File: src/ccb_pkg.sv
// Notes on behaviour
// - B4h compares accumulator, immediate; branch, three bytes
// - B8h-BFh compare working register, immediate; branch
// - B6h/B7h compare indirect RAM byte, immediate; branch
// - Compare: counter plus three, then add displacement if operands differ
// - Carry set if operand below immediate, else cleared
// - Unsigned compare; neither operand is modified
// - Displacement is signed, added after advancing
// - E4h clears accumulator, flags untouched
// - C3h clears carry; C2h clears addressed bit
// - F4h inverts accumulator, flags untouched
// - B3h inverts carry; B2h inverts addressed bit
// - Port bit complement reads output latch, not pin
// - Low nibble above nine or aux: add six
// - Then carry or high above nine: add sixty
// - D4h decimal adjust adds 00h/06h/60h/66h
// - Decimal adjust keeps overflow; carry only sets
package ccb_pkg;

    typedef enum logic [0:0] {
        CCB_IDLE = 1'b0,
        CCB_COMMIT = 1'b1
    } ccb_state_type;

    // Opcode encodings
    localparam logic [7:0] OP_CMP_ACC = 8'hB4;
    localparam logic [4:0] OP_CMP_REG_HI = 5'h17;
    localparam logic [6:0] OP_CMP_IND_HI = 7'h5B;
    localparam logic [7:0] OP_CLEAR_ACC = 8'hE4;
    localparam logic [7:0] OP_CLEAR_CARRY = 8'hC3;
    localparam logic [7:0] OP_CLEAR_BIT = 8'hC2;
    localparam logic [7:0] OP_INV_ACC = 8'hF4;
    localparam logic [7:0] OP_INV_CARRY = 8'hB3;
    localparam logic [7:0] OP_INV_BIT = 8'hB2;
    localparam logic [7:0] OP_BCD_ADJ = 8'hD4;

    // Instruction lengths in bytes
    localparam logic [15:0] LEN_CMP = 16'h0003;
    localparam logic [15:0] LEN_TWO = 16'h0002;
    localparam logic [15:0] LEN_ONE = 16'h0001;

    // Decimal adjust constants
    localparam logic [3:0] BCD_MAX_DIGIT = 4'h9;
    localparam logic [3:0] BCD_FIX = 4'h6;

    // Port bit space: addresses 80h-87h, 90h-97h, A0h-A7h, B0h-B7h
    localparam logic [1:0] PORT_BIT_TOP = 2'h2;

    // Reset values
    localparam logic [7:0] ACC_RESET = 8'h00;
    localparam logic [15:0] COUNTER_RESET = 16'h0000;
    localparam logic CARRY_RESET = 1'b0;

endpackage

File: src/ccb_exec.sv
module ccb_exec (
    input wire logic clk,
    input wire logic reset_n,
    input wire logic exec_valid,
    input wire logic [7:0] exec_opcode,
    input wire logic [7:0] exec_byte2,
    input wire logic [7:0] exec_byte3,
    input wire logic [7:0] operand_data,
    input wire logic aux_carry_flag,
    input wire logic bit_latch_value,
    input wire logic bit_pin_value,
    input wire logic acc_load_en,
    input wire logic [7:0] acc_load_data,
    input wire logic carry_load_en,
    input wire logic carry_load_data,
    input wire logic counter_load_en,
    input wire logic [15:0] counter_load_data,
    output logic exec_busy,
    output logic exec_done,
    output logic exec_unknown,
    output logic [7:0] acc_out,
    output logic carry_flag,
    output logic [15:0] program_counter,
    output logic [2:0] operand_sel,
    output logic operand_indirect,
    output logic bit_wr_en,
    output logic [7:0] bit_wr_addr,
    output logic bit_wr_data
);

    ccb_pkg::ccb_state_type state_reg, state_next;
    logic [7:0] acc_reg, acc_next;
    logic carry_reg, carry_next;
    logic [15:0] count_reg, count_next;
    logic [15:0] cmp_count_reg;
    logic cmp_carry_reg;
    logic done_reg, unknown_reg;
    logic [2:0] sel_reg;
    logic ind_reg;
    logic bit_en_reg, bit_data_reg;
    logic [7:0] bit_addr_reg;

    // Decode; a request is only taken while no compare is committing
    wire accept = exec_valid && (state_reg == ccb_pkg::CCB_IDLE);
    wire is_cmp_acc = exec_opcode == ccb_pkg::OP_CMP_ACC;
    wire is_cmp_reg = exec_opcode[7:3] == ccb_pkg::OP_CMP_REG_HI;
    wire is_cmp_ind = exec_opcode[7:1] == ccb_pkg::OP_CMP_IND_HI;
    wire is_cmp = is_cmp_acc || is_cmp_reg || is_cmp_ind;
    wire is_clear_acc = exec_opcode == ccb_pkg::OP_CLEAR_ACC;
    wire is_clear_carry = exec_opcode == ccb_pkg::OP_CLEAR_CARRY;
    wire is_clear_bit = exec_opcode == ccb_pkg::OP_CLEAR_BIT;
    wire is_inv_acc = exec_opcode == ccb_pkg::OP_INV_ACC;
    wire is_inv_carry = exec_opcode == ccb_pkg::OP_INV_CARRY;
    wire is_inv_bit = exec_opcode == ccb_pkg::OP_INV_BIT;
    wire is_bcd_adj = exec_opcode == ccb_pkg::OP_BCD_ADJ;
    wire is_bit_op = is_clear_bit || is_inv_bit;
    wire is_known = is_cmp || is_clear_acc || is_clear_carry || is_bit_op
        || is_inv_acc || is_inv_carry || is_bcd_adj;

    // Compare: unsigned magnitude, operands only read
    wire [7:0] cmp_operand = is_cmp_acc ? acc_reg : operand_data;
    wire cmp_lt = cmp_operand < exec_byte2;
    wire cmp_ne = cmp_operand != exec_byte2;
    wire [15:0] count_plus3 = count_reg + ccb_pkg::LEN_CMP;
    wire [15:0] rel_sext = {{8{exec_byte3[7]}}, exec_byte3};
    wire [15:0] branch_target = count_plus3 + rel_sext;
    wire [15:0] cmp_count = cmp_ne ? branch_target : count_plus3;

    // Decimal adjust, low nibble then high nibble, carry may only set
    wire bcd_low_fix = (acc_reg[3:0] > ccb_pkg::BCD_MAX_DIGIT)
        || aux_carry_flag;
    wire [8:0] bcd_sum1 = {1'b0, acc_reg}
        + {5'h00, (bcd_low_fix ? ccb_pkg::BCD_FIX : 4'h0)};
    wire bcd_c1 = carry_reg || bcd_sum1[8];
    wire bcd_high_fix = bcd_c1
        || (bcd_sum1[7:4] > ccb_pkg::BCD_MAX_DIGIT);
    wire [4:0] bcd_sum2 = {1'b0, bcd_sum1[7:4]}
        + {1'b0, (bcd_high_fix ? ccb_pkg::BCD_FIX : 4'h0)};
    wire bcd_carry = bcd_c1 || bcd_sum2[4];
    wire [7:0] bcd_result = {bcd_sum2[3:0], bcd_sum1[3:0]};

    // Bit source: port bits come from the output latch so a pin
    // pulled low externally is not written back as a zero
    wire bit_is_port = (exec_byte2[7:6] == ccb_pkg::PORT_BIT_TOP)
        && !exec_byte2[3];
    wire bit_orig = bit_is_port ? bit_latch_value : bit_pin_value;
    wire bit_new = is_inv_bit ? !bit_orig : 1'b0;

    // Length of the non-compare instructions
    wire [15:0] op_len = is_bit_op ? ccb_pkg::LEN_TWO : ccb_pkg::LEN_ONE;

    // Next values; an accepted instruction outranks the load ports
    assign state_next = (accept && is_cmp) ? ccb_pkg::CCB_COMMIT
        : ccb_pkg::CCB_IDLE;
    assign acc_next = (accept && is_clear_acc) ? 8'h00
        : (accept && is_inv_acc) ? ~acc_reg
        : (accept && is_bcd_adj) ? bcd_result
        : acc_load_en ? acc_load_data : acc_reg;
    assign carry_next = (state_reg == ccb_pkg::CCB_COMMIT) ? cmp_carry_reg
        : (accept && is_clear_carry) ? 1'b0
        : (accept && is_inv_carry) ? !carry_reg
        : (accept && is_bcd_adj) ? bcd_carry
        : carry_load_en ? carry_load_data : carry_reg;
    assign count_next = (state_reg == ccb_pkg::CCB_COMMIT) ? cmp_count_reg
        : (accept && is_known && !is_cmp) ? count_reg + op_len
        : counter_load_en ? counter_load_data : count_reg;

    // Architectural state
    always_ff @(posedge clk or negedge reset_n)
    begin
        if (!reset_n)
        begin
            state_reg <= ccb_pkg::CCB_IDLE;
            acc_reg <= ccb_pkg::ACC_RESET;
            carry_reg <= ccb_pkg::CARRY_RESET;
            count_reg <= ccb_pkg::COUNTER_RESET;
        end
        else
        begin
            state_reg <= state_next;
            acc_reg <= acc_next;
            carry_reg <= carry_next;
            count_reg <= count_next;
        end
    end

    // Compare results held for the second machine cycle
    always_ff @(posedge clk or negedge reset_n)
    begin
        if (!reset_n)
        begin
            cmp_count_reg <= ccb_pkg::COUNTER_RESET;
            cmp_carry_reg <= ccb_pkg::CARRY_RESET;
        end
        else if (accept && is_cmp)
        begin
            cmp_count_reg <= cmp_count;
            cmp_carry_reg <= cmp_lt;
        end
    end

    // Status and side outputs
    always_ff @(posedge clk or negedge reset_n)
    begin
        if (!reset_n)
        begin
            done_reg <= 1'b0;
            unknown_reg <= 1'b0;
            sel_reg <= 3'h0;
            ind_reg <= 1'b0;
            bit_en_reg <= 1'b0;
            bit_addr_reg <= 8'h00;
            bit_data_reg <= 1'b0;
        end
        else
        begin
            done_reg <= (state_reg == ccb_pkg::CCB_COMMIT)
                || (accept && !is_cmp);
            unknown_reg <= accept && !is_known;
            bit_en_reg <= accept && is_bit_op;
            if (accept && is_cmp)
            begin
                sel_reg <= exec_opcode[2:0];
                ind_reg <= is_cmp_ind;
            end
            if (accept && is_bit_op)
            begin
                bit_addr_reg <= exec_byte2;
                bit_data_reg <= bit_new;
            end
        end
    end

    assign exec_busy = state_reg == ccb_pkg::CCB_COMMIT;
    assign exec_done = done_reg;
    assign exec_unknown = unknown_reg;
    assign acc_out = acc_reg;
    assign carry_flag = carry_reg;
    assign program_counter = count_reg;
    assign operand_sel = sel_reg;
    assign operand_indirect = ind_reg;
    assign bit_wr_en = bit_en_reg;
    assign bit_wr_addr = bit_addr_reg;
    assign bit_wr_data = bit_data_reg;

    // Checks on the instruction group
    cmp_fall_a: assert property (@(posedge clk)
        disable iff (!reset_n)
        accept && is_cmp && !cmp_ne |-> ##2
        count_reg == $past(count_reg, 2) + ccb_pkg::LEN_CMP)
        else $error("compare fall-through counter wrong");
    cmp_branch_a: assert property (@(posedge clk)
        disable iff (!reset_n)
        accept && is_cmp && cmp_ne |-> ##2
        count_reg == $past(branch_target, 2))
        else $error("compare branch target wrong");
    cmp_carry_a: assert property (@(posedge clk)
        disable iff (!reset_n)
        accept && is_cmp |-> ##2 carry_reg == $past(cmp_lt, 2))
        else $error("compare carry wrong");
    cmp_keep_acc_a: assert property (@(posedge clk)
        disable iff (!reset_n)
        accept && is_cmp && !acc_load_en |=> acc_reg == $past(acc_reg))
        else $error("compare altered accumulator");
    // A carry load in the same cycle is a separate writer, not a flag change
    clear_acc_a: assert property (@(posedge clk)
        disable iff (!reset_n)
        accept && is_clear_acc && !carry_load_en |=> acc_reg == 8'h00
        && carry_reg == $past(carry_reg))
        else $error("clear accumulator wrong");
    inv_acc_a: assert property (@(posedge clk)
        disable iff (!reset_n)
        accept && is_inv_acc |=> acc_reg == ~$past(acc_reg))
        else $error("complement accumulator wrong");
    clear_carry_a: assert property (@(posedge clk)
        disable iff (!reset_n)
        accept && is_clear_carry |=> !carry_reg)
        else $error("clear carry wrong");
    port_latch_a: assert property (@(posedge clk)
        disable iff (!reset_n)
        accept && is_inv_bit && bit_is_port |=> bit_wr_en
        && bit_wr_data == !$past(bit_latch_value))
        else $error("port bit complement not from latch");
    adj_sticky_a: assert property (@(posedge clk)
        disable iff (!reset_n)
        accept && is_bcd_adj && carry_reg |=> carry_reg)
        else $error("decimal adjust cleared carry");
    adj_addend_a: assert property (@(posedge clk)
        disable iff (!reset_n)
        accept && is_bcd_adj |=> (acc_reg - $past(acc_reg)) inside
        {8'h00, 8'h06, 8'h60, 8'h66})
        else $error("decimal adjust addend wrong");

endmodule

File: config.mk
export PLATFORM = sky130hd
export DESIGN_NAME = ccb_exec
export DESIGN_NICKNAME = d
export VERILOG_FILES = /design/src/ccb_pkg.sv /design/src/ccb_exec.sv
export SDC_FILE = /design/constraint.sdc
export NUM_CORES = 1
export LEC_CHECK = 0
export BUFFER_PORTS_ARGS = -buffer_cell sky130_fd_sc_hd__buf_2
export CORE_ASPECT_RATIO = 1.75
export CORE_MARGIN = 10
export CORE_UTILIZATION = 40
export DETAILED_ROUTE_END_ITERATION = 8
export GPL_TIMING_DRIVEN = 0
export PLACE_DENSITY = 0.71
export SYNTH_ARGS = -nofsm -noshare
export SYNTH_HDL_FRONTEND = slang
export SYNTH_SLANG_ARGS = --single-unit
File: constraint.sdc
create_clock -name clk -period 2.9 [get_ports clk]
set_input_delay 0.725 -clock clk [delete_from_list [all_inputs] [get_ports clk]]
set_output_delay 0.725 -clock clk [all_outputs]
set_load 0.05 [all_outputs]
==> impl_metrics.tcl, run 1 <==
set metrics [dict create \
    end_kind "flop" \
    p_int_uw 2300 \
    synth_area_sq_um 4810 \
    grt_pass1_wl_um 25900 \
    maxSlewViolCount 0 \
    grt_max_degree 36 \
    setup_ws_ns -0.00840 \
    hold_path.class "input pin to asynchronous set/reset pin" \
    required_ns 3.10 \
    io_pins 108 \
    drive_gt1_frac 0.364 \
    start_util 0.405 \
    status "complete, but fails checks" \
    ys_seq_area_frac 0.307 \
    final_cells 885 \
    die_x_um 103 \
    pre_cts_ws_ns -0.694 \
    clock_skew_ns 0.00740 \
    max_slew.worst_pin.slew_ns 0.766 \
    seq_power_share 0.295 \
    synthCells 590 \
    pwr_density_cell_nw_per_um2 556 \
    violations "setup timing" \
    p_switching_uw 1380 \
    finalCritPeriodShare 1.00 \
    leakage_uw 0.00304 \
    report.final.setup_viol 1 \
    gp_congestion 0.937 \
    yosysWarnings 0 \
    ant_nets 0 \
    die_height_um 165 \
    cts_tree "built" \
    wl_per_cell_um 20.0 \
    maxSlewHeadroom 0.489 \
    routed_wl_um 17700 \
    power_frac_comb 0.397 \
    io_buffers 106 \
    worst_path_largest_cell_delay_ns 0.39 \
    min_period_ns 2.91 \
    area_growth_pct 37.4 \
    p_sw_frac 0.375 \
    drtPass1Iterations 5 \
    cts_hold_buf 0 \
    clk_latency_ns 0.34 \
    htreeDepth 3 \
    r2r_setup_slack_ns 0.04 \
    synth-main-ff-cell "dfrtp_1" \
    fmax_ghz 0.344 \
    worst-setup-path-type "input pin to flop" \
    antenna_cells 0 \
    total_power_uw 3680 \
    ir_drop_mv 0.254 \
    busiest_layer "met2" \
    rows 53 \
    cpMaxStageDelayCell "or3b_4" \
    clock-root-buffer "clkbuf_16" \
    clkPwrFrac 0.307 \
    antenna_found_initial 0 \
    syn_nets 689 \
    cts_sinks 59 \
    first_iter_violations 261 \
    drc 0 \
    rsz0062_at_grt "true" \
    regArea_sq_um 1490 \
    core_area_sq_um 11900 \
    first_global_vias 5186 \
    grt_util_met2 0.374 \
    numCtsBuffers 9 \
    met1_usage 0.188 \
    grtUsageMet3 0.0279 \
    yosys.cell_types.count 64 \
    die_area_sq_um 17000 \
    grt_overflow 0 \
    path_cells "buf_8 > or3b_4 > a21o_1 > nor3_4 > buf_6 > inv_4 > ha_4 > fa_2 > and3_4 > nand3_4 > xnor2_2 > mux2_4 > o21ai_2 > o21ai_1" \
    multiInputGateArea_sq_um 3530 \
    synth_edf_count 0 \
    dp_hpwl_um 13300 \
    crit_fanout 5 \
    vias 5128 \
    drv_cap 0 \
    cts_max_path_buffers 2 \
    syn_area_per_cell_sq_um 8.16 \
    ys_ff_latch 59 \
    arrival_ns 3.10 \
    num-fill-cells 1023 \
    grt_usage 0.195 \
    final_net_count 842 \
    final_hold_viol_count 0 \
    place_inst 834 \
    async_reset_ff_frac 1.00 \
    critPathLaunchType "input pin" \
    path_clk_slew_ns 0.06 \
    via_per_inst 5.79 \
]
-- metal layers --
metal,up-vias,wire [um],part of all wire
met1,2463,6050,0.34
met5,-,0,0
met3,60,955,0.054
li1,2410,-,-
met4,0,862,0.049
met2,195,9800,0.55
-- logic make-up after synthesis --
logic type               after synthesis  synth area share
adder cells (fa/ha/maj)               33            0.0905
AND/OR/NAND/NOR                      220             0.218
AO/OA/AOI/OAI                        163             0.218
flip-flops                            59             0.307
buffers and inverters                 54            0.0484
multiplexers                          19            0.0416
XOR/XNOR                              42            0.0764
-- cell usage after synthesis, types with 8 or more instances --
| cell | count | area share |
|---|---|---|
| ha_1 | 30 | 0.078 |
| inv_1 | 22 | 0.017 |
| nand2_1 | 84 | 0.066 |
| nor3_1 | 8 | 0.0083 |
| a21oi_1 | 43 | 0.045 |
| a21o_1 | 9 | 0.014 |
| mux2i_1 | 11 | 0.023 |
| nor2_1 | 53 | 0.041 |
| nand2b_1 | 14 | 0.018 |
| clkbuf_1 | 19 | 0.015 |
| xnor2_1 | 25 | 0.046 |
| o21ai_1 | 9 | 0.0094 |
| dfrtp_1 | 59 | 0.31 |
| xor2_1 | 17 | 0.031 |
| nand3_1 | 17 | 0.018 |
| mux2_2 | 8 | 0.019 |
| o21ai_0 | 47 | 0.049 |
| nand4_1 | 11 | 0.014 |
-- critical path, delay by kind of cell --
family,cells,cell delay (ns)
compound gates,3,0.33
xor+xnor,1,0.07
fa+ha+maj,2,0.53
buf+inv,3,0.30
mux,1,0.26
simple gates,4,0.87
-- final cells by class --
| type | count | area share |
|---|---|---|
| buffer | 26 | 0.0216 |
| clock buffer | 12 | 0.0403 |
| clock inverter | 4 | 0.00719 |
| inverter | 24 | 0.0140 |
| multi-input combinational | 478 | 0.534 |
| sequential | 59 | 0.225 |
| tap | 137 | 0.0259 |
| timing repair buffer | 145 | 0.132 |
-- power by group through the flow --
stage	Combinational (uW)	Sequential [uW]	Clock (uW)
finish	1460	1090	1130
global route	1590	1100	1170
CTS	1290	1080	1140
detailed placement	1220	1090	0
global placement	1180	1090	0
floorplan	691	1280	0
-- timing repair --
action,4_1_cts,5_1_grt
gates resized for setup,35,62
pin swaps,12,36
buffers inserted,12,26
gates cloned,0,1
setup endpoints to repair,26,19
-- final timing paths --
check	endpoint	startpoint	depth (start not counted)
max	program_counter[8]	exec_opcode[4]	14
min	program_counter[14]	reset_n	1
max reg2reg	cmp_count_reg[12]	program_counter[0]	13
min reg2reg	operand_sel[2]	operand_sel[2]	2
max in group asynchronous	program_counter[2]	reset_n	2
min in group clk	operand_sel[2]	operand_sel[2]	2
-- layout by cell type (no fill, tap or decap), types with 6 or more instances in the layout --
cell type,synthesis,layout
a21o_1,9,9
a21oi_1,43,38
buf_2,6,104
buf_4,4,41
buf_6,1,8
clkbuf_1,19,15
clkbuf_16,0,9
dfrtp_1,59,49
dfrtp_2,0,10
ha_1,30,20
ha_4,0,8
inv_1,22,18
mux2_2,8,7
mux2i_1,11,11
nand2_1,84,78
nand2b_1,14,13
nand3_1,17,15
nand4_1,11,11
nor2_1,53,50
nor3_1,8,6
o21ai_0,47,35
o21ai_1,9,14
o21ai_2,0,7
o31ai_2,6,6
xnor2_1,25,17
xnor2_2,0,8
xor2_1,17,17
-- through the flow --
stage               utilization  setup TNS (ns)  hold WS, ns  cell area (sq um)
floorplan                     -           -1.02        0.429               4890
finish                    0.557        -0.00840        0.401               6610
CTS                       0.517         -0.0676        0.427               6140
global route              0.557          -0.391        0.443               6610
global placement          0.471          -13.97        0.458               5600
detailed placement        0.473          -15.98        0.457               5620
(Power assumes the default switching activity.)
==> run 2, diff against run 1 <==
- BUFFER_PORTS_ARGS: -buffer_cell sky130_fd_sc_hd__buf_2 -> not set
- CELL_PAD_IN_SITES_DETAIL_PLACEMENT: not set -> 1
- CELL_PAD_IN_SITES_GLOBAL_PLACEMENT: not set -> 1
- DONT_BUFFER_PORTS: not set -> 1
- PLACE_DENSITY: 0.71 -> 0.77
- clock period: 2.9 -> 2.7 ns (I/O delays scaled with it)
==> run 2 against run 1 <==
The flow still finishes with violations (setup timing). Cell area is 4.4% lower. Power is 5.5% higher. Hold slack worse by 0.36 ns. Combinational power is 8% lower. Routed wire length is 15% higher. Largest power group is now registers. Core utilization is 2.4 points lower. Clock power is 4% lower. Critical path type is now flop to flop. Non-clock buffer count is 100 lower. Clock skew hardly changed. Critical endpoint is now cmp_count_reg[15]. Largest cell class unchanged. Critical path depth is 2 lower. Count of clock-buffer cells in the layout is 2 higher.
==> impl_metrics.tcl, run 2 (synthesis results as in run 1) <==
set metrics [dict create \
    layout_common_cells "nand2_1 (78), nor2_1 (47), dfrtp_1 (46)" \
    min_period_ns 3.13 \
    cts_hold_buf 0 \
    worst-setup-path-type "flop to flop" \
    total_power_uw 3880 \
    drive_gt1_frac 0.298 \
    critPathLaunchType "flop" \
    arrival_ns 3.40 \
    regArea_sq_um 1510 \
    dp_hpwl_um 14200 \
    setup_ws_ns -0.431 \
    drc 0 \
    final_hold_viol_count 0 \
    pwr_density_cell_nw_per_um2 614 \
    rows 53 \
    vias 4908 \
    ant_nets 0 \
    clk_latency_ns 0.33 \
    required_ns 2.97 \
    status "complete, but fails checks" \
    report.final.setup_viol 17 \
    path_clk_slew_ns 0.06 \
    io_buffers 0 \
    grt_pass1_wl_um 29200 \
    crit_fanout 8 \
    ir_drop_mv 0.260 \
    first_iter_violations 280 \
    io_pins 108 \
    grt_overflow 0 \
    num-fill-cells 1348 \
    finalCritPeriodShare 1.16 \
    cts_tree "built" \
    clock_skew_ns 0.00740 \
    grt_max_degree 60 \
    drv_cap 0 \
    maxSlewViolCount 0 \
    postLayoutCoreUtil 0.533 \
    gp_congestion 0.902 \
    start_util 0.405 \
    via_per_inst 6.24 \
    routed_wl_um 20300 \
    multiInputGateArea_sq_um 3720 \
    cts_max_path_buffers 2 \
    htreeDepth 3 \
    max_slew.worst_pin.slew_ns 0.870 \
    final_cells 786 \
    maxSlewHeadroom 0.420 \
    cts_sinks 59 \
    place_inst 727 \
    die_x_um 103 \
    die_area_sq_um 17000 \
    p_int_uw 2350 \
    core_area_sq_um 11900 \
    leakage_uw 0.00268 \
    fin_area_sq_um 6320 \
    clock-root-buffer "clkbuf_16" \
    rsz0062_at_grt "true" \
    antenna_found_initial 1 \
    final_common_cell "nand2_1" \
    area_growth_pct 31.4 \
    drtPass1Iterations 4 \
    final_net_count 742 \
    clkPwrFrac 0.281 \
    grt_usage 0.226 \
    fmax_ghz 0.319 \
    place_area_sq_um 5130 \
    hold_path.class "input pin to asynchronous set/reset pin" \
    numCtsBuffers 9 \
    violations "setup timing" \
    first_global_vias 5333 \
    die_height_um 165 \
    wl_per_cell_um 25.8 \
    p_sw_frac 0.395 \
    end_kind "flop" \
    p_switching_uw 1530 \
    power_frac_comb 0.348 \
    timing.hold.ws_ns 0.0387 \
    seq_power_share 0.371 \
]
[run 2: cell types whose count changed in the layout (fill, tap and decap cells not counted), moves of 4 or more]
cell / delta
ha_4: +5
dfrtp_4: +6
ha_1: -4
o21ai_0: -7
buf_2: -102
o21ai_1: +6
[run 2: power by group through the flow]
| stage | sequential [uW] | clock (uW) | combinational (uW) |
|---|---|---|---|
| after CTS | 1430 | 1100 | 1170 |
| after floorplan | 1380 | 0 | 761 |
| after global placement | 1430 | 0 | 907 |
| final | 1440 | 1090 | 1350 |
| after global routing | 1460 | 1140 | 1480 |
| after detailed placement | 1430 | 0 | 965 |
[run 2: critical path, cell delays in order, from the launching register on]
cell	delay [ns]
dfrtp_2	0.56
buf_6	0.20
and4_1	0.21
buf_2	0.19
and3_4	0.23
nand2_1	0.10
xnor2_2	0.16
ha_1	0.36
a21o_1	0.21
a21o_1	0.22
a31oi_4	0.24
mux2_4	0.32
nand3_1	0.06
[run 2: final cells by class]
cell class	instances	area share
Multi-Input combinational cell	478	0.589
Sequential cell	59	0.238
Timing Repair Buffer	43	0.0568
Clock buffer	14	0.0417
Buffer	28	0.0299
Tap cell	137	0.0271
Inverter	24	0.0150
Clock inverter	2	0.00158
Antenna cell	1	0.000396
[run 2: stage by stage]
step	TNS (ns)	worst slack (ns)
detailed placement	-17.59	-0.940
global placement	-15.31	-0.879
global route	-5.74	-0.551
CTS	-2.80	-0.334
finish	-3.61	-0.431
floorplan	-2.92	-0.370
[run 2: final timing paths]
check	depth (start not counted)	startpoint	end	slack, ns
max reg2reg	12	program_counter[7]	cmp_count_reg[15]	-0.43
min in group clk	2	exec_opcode[1]	operand_sel[1]	0.45
min reg2reg	2	cmp_count_reg[12]	cmp_count_reg[12]	0.49
min	0	reset_n	bit_wr_addr[3]	0.04
max in group asynchronous	0	reset_n	acc_out[1]	2.53
max	12	program_counter[7]	cmp_count_reg[15]	-0.43
[run 2: layer usage]
metal | vias to the layer above | track usage | routed length, um
met5 | - | 0 | 0
met2 | 188 | 0.422 | 11500
met1 | 2440 | 0.202 | 6240
li1 | 2206 | - | -
met4 | 0 | 0.161 | 1240
met3 | 74 | 0.0558 | 1310
[run 2: timing repair]
item,4_1_cts,5_1_grt
gates cloned,0,2
pin swaps,40,30
gates resized for setup,75,59
setup buffers,31,11
endpoints found under the hold margin,0,0
setup endpoints to repair,27,29
==> run 3, diff against run 2 <==
--- a/config.mk
+++ b/config.mk
@@ -10,10 +10,11 @@
 export CORE_ASPECT_RATIO = 1.75
 export CORE_MARGIN = 10
-export CORE_UTILIZATION = 40
+export CORE_UTILIZATION = 25
 export DETAILED_ROUTE_END_ITERATION = 8
 export DONT_BUFFER_PORTS = 1
 export GPL_TIMING_DRIVEN = 0
-export PLACE_DENSITY = 0.77
+export PLACE_DENSITY = 0.55
 export SYNTH_ARGS = -nofsm -noshare
 export SYNTH_HDL_FRONTEND = slang
 export SYNTH_SLANG_ARGS = --single-unit
+export TNS_END_PERCENT = 10
==> constraint.sdc (replaced) <==
create_clock -name clk -period 2.7 [get_ports clk]
set_input_delay 0.27 -clock clk [delete_from_list [all_inputs] [get_ports clk]]
set_output_delay 0.27 -clock clk [all_outputs]
set_load 0.05 [all_outputs]
==> run 3 against run 2 <==
The flow still finishes with violations (setup timing). Setup slack got worse by 0.044 ns. Critical path type unchanged. Critical path depth unchanged. Hold slack improved by 0.0068 ns. Sequential power about the same. Clock power increased by 7%. Critical endpoint unchanged. Power decreased by 2.2%.
==> impl_metrics.tcl, run 3 (synthesis results as in run 1) <==
set metrics [dict create \
    first_iter_violations 158 \
    maxSlewHeadroom 0.412 \
    place_inst 831 \
    ir_drop_mv 0.241 \
    final_net_count 727 \
    first_global_vias 5121 \
    clk_latency_ns 0.34 \
    drc 0 \
    pwr_density_cell_nw_per_um2 634 \
    drive_gt1_frac 0.223 \
    cts_max_path_buffers 2 \
    io_pins 108 \
    clock_skew_ns 0.00764 \
    clock-root-buffer "clkbuf_16" \
    area_growth_pct 24.5 \
    report.final.setup_viol 12 \
    die_x_um 125 \
    final_cells 873 \
    leakage_uw 0.00252 \
    hold_depth 1 \
    die_area_sq_um 25400 \
    antenna_found_initial 0 \
    p_int_uw 2340 \
    postLayoutCoreUtil 0.315 \
    antenna_cells 0 \
    min_period_ns 3.18 \
    via_per_inst 5.32 \
    fmax_ghz 0.315 \
    r2r_setup_slack_ns -0.48 \
    p_switching_uw 1460 \
    core_area_sq_um 19000 \
    max_slew.worst_pin.slew_ns 0.882 \
    rows 67 \
    gp_congestion 0.875 \
    power_frac_comb 0.315 \
    drv_cap 0 \
    worstHoldStart "exec_opcode[3]" \
    grt_pass1_wl_um 30900 \
    maxSlewViolCount 0 \
    arrival_ns 3.45 \
    path_clk_slew_ns 0.06 \
    routed_wl_um 20200 \
    p_sw_frac 0.385 \
    drtPass1Iterations 4 \
    critPathLaunchType "flop" \
    required_ns 2.97 \
    ant_nets 0 \
    wl_per_cell_um 23.2 \
    grt_overflow 0 \
    timing.rr.end "cmp_count_reg[15]" \
    start_util 0.253 \
    htreeDepth 3 \
    die_height_um 204 \
    grt_max_degree 60 \
    status "complete, but fails checks" \
    rsz0062_at_grt "true" \
    cts_tree "built" \
    final_common_cell "nand2_1" \
    whs_endpoint "operand_indirect" \
    layout_common_cells "nand2_1 (80), nor2_1 (51), dfrtp_1 (43)" \
    final_hold_viol_count 0 \
    cts_sinks 59 \
    grt_usage 0.157 \
    numCtsBuffers 9 \
    hold_path.class "input pin to flop" \
    crit_fanout 8 \
    rr_worst_depth 12 \
    finalCritPeriodShare 1.18 \
    dp_hpwl_um 15800 \
    io_buffers 0 \
    setup_ws_ns -0.475 \
    vias 4648 \
    seq_power_share 0.377 \
    worst-setup-path-type "flop to flop" \
    r2r-start "program_counter[7]" \
    violations "setup timing" \
    end_kind "flop" \
    clkPwrFrac 0.308 \
]
## run 3: cell types whose count changed in the layout (fill, tap and decap cells not counted), sizes merged
cell / delta
buf: -17
clkbuf: +2
dlygate4sd3: +1
diode: -1
nand2: -1
clkinv: -1
## run 3: worst max-delay path by stage
| stage | end | slack (ns) | cells past startpoint | from |
|---|---|---|---|---|
| global route | cmp_count_reg[15] | -0.62 | 12 | program_counter[7] |
| CTS | cmp_count_reg[15] | -0.45 | 14 | program_counter[3] |
| detailed placement | cmp_count_reg[12] | -1.25 | 12 | program_counter[0] |
| global placement | cmp_count_reg[15] | -1.20 | 13 | program_counter[0] |
| finish | cmp_count_reg[15] | -0.48 | 12 | program_counter[7] |
| floorplan | cmp_count_reg[15] | -0.33 | 14 | program_counter[3] |
## run 3: layout make-up
class / count / area (sq um)
well taps: 241 / 302
clock buffers: 14 / 294
inverters: 24 / 90.1
plain buffers: 30 / 180
multi-input cells: 477 / 3370
repair buffers: 27 / 246
fillers: 2243 / 13000
flip-flops and latches: 59 / 1510
clock inverters: 1 / 5.00
## run 3: per-stage QoR
stage / instance area (sq um) / setup TNS (ns) / setup WS [ns] / power (uW) / hold WS [ns]
floorplan: 4840 / -1.85 / -0.333 / 2090 / -0.0256
global placement: 5140 / -19.04 / -1.20 / 2330 / -0.0208
detailed placement: 5140 / -19.51 / -1.25 / 2370 / -0.0208
CTS: 5910 / -4.21 / -0.445 / 3790 / 0.0327
global route: 5990 / -6.79 / -0.622 / 4020 / 0.0275
finish: 5990 / -4.02 / -0.475 / 3800 / 0.0455
## run 3: per-layer routing
metal,track usage,vias to the layer above,routed length [um]
met2,0.316,110,11600
li1,-,2167,-
met5,0,-,0
met3,0.0395,32,960
met1,0.140,2339,6800
met4,0.0747,0,810
## run 3: power groups by stage
stage | logic (uW) | clock network, uW | registers, uW
6_report | 1200 | 1170 | 1430
5_1_grt | 1330 | 1240 | 1450
4_1_cts | 1150 | 1200 | 1430
3_5_place_dp | 929 | 0 | 1440
3_3_place_gp | 899 | 0 | 1430
2_1_floorplan | 721 | 0 | 1370
## run 3: what timing repair did
| item | 4_1_cts | 5_1_grt |
|---|---|---|
| pin swaps | 28 | 15 |
| endpoints found under the setup margin | 25 | 29 |
| gates resized for setup | 66 | 22 |
| setup buffers | 23 | 2 |
| endpoints found under the hold margin | 59 | 0 |
| hold buffers | 2 | 0 |
## run 3: worst max-delay path: stages, from the launching register on
cell      delay [ns]
dfrtp_2         0.54
clkbuf_4        0.28
and4_1          0.20
buf_2           0.17
and3_1          0.23
nand2_1         0.11
xnor2_2         0.21
ha_1            0.33
a21o_1          0.21
a21o_1          0.19
a31oi_2         0.23
mux2_4          0.33
nand3_1         0.07
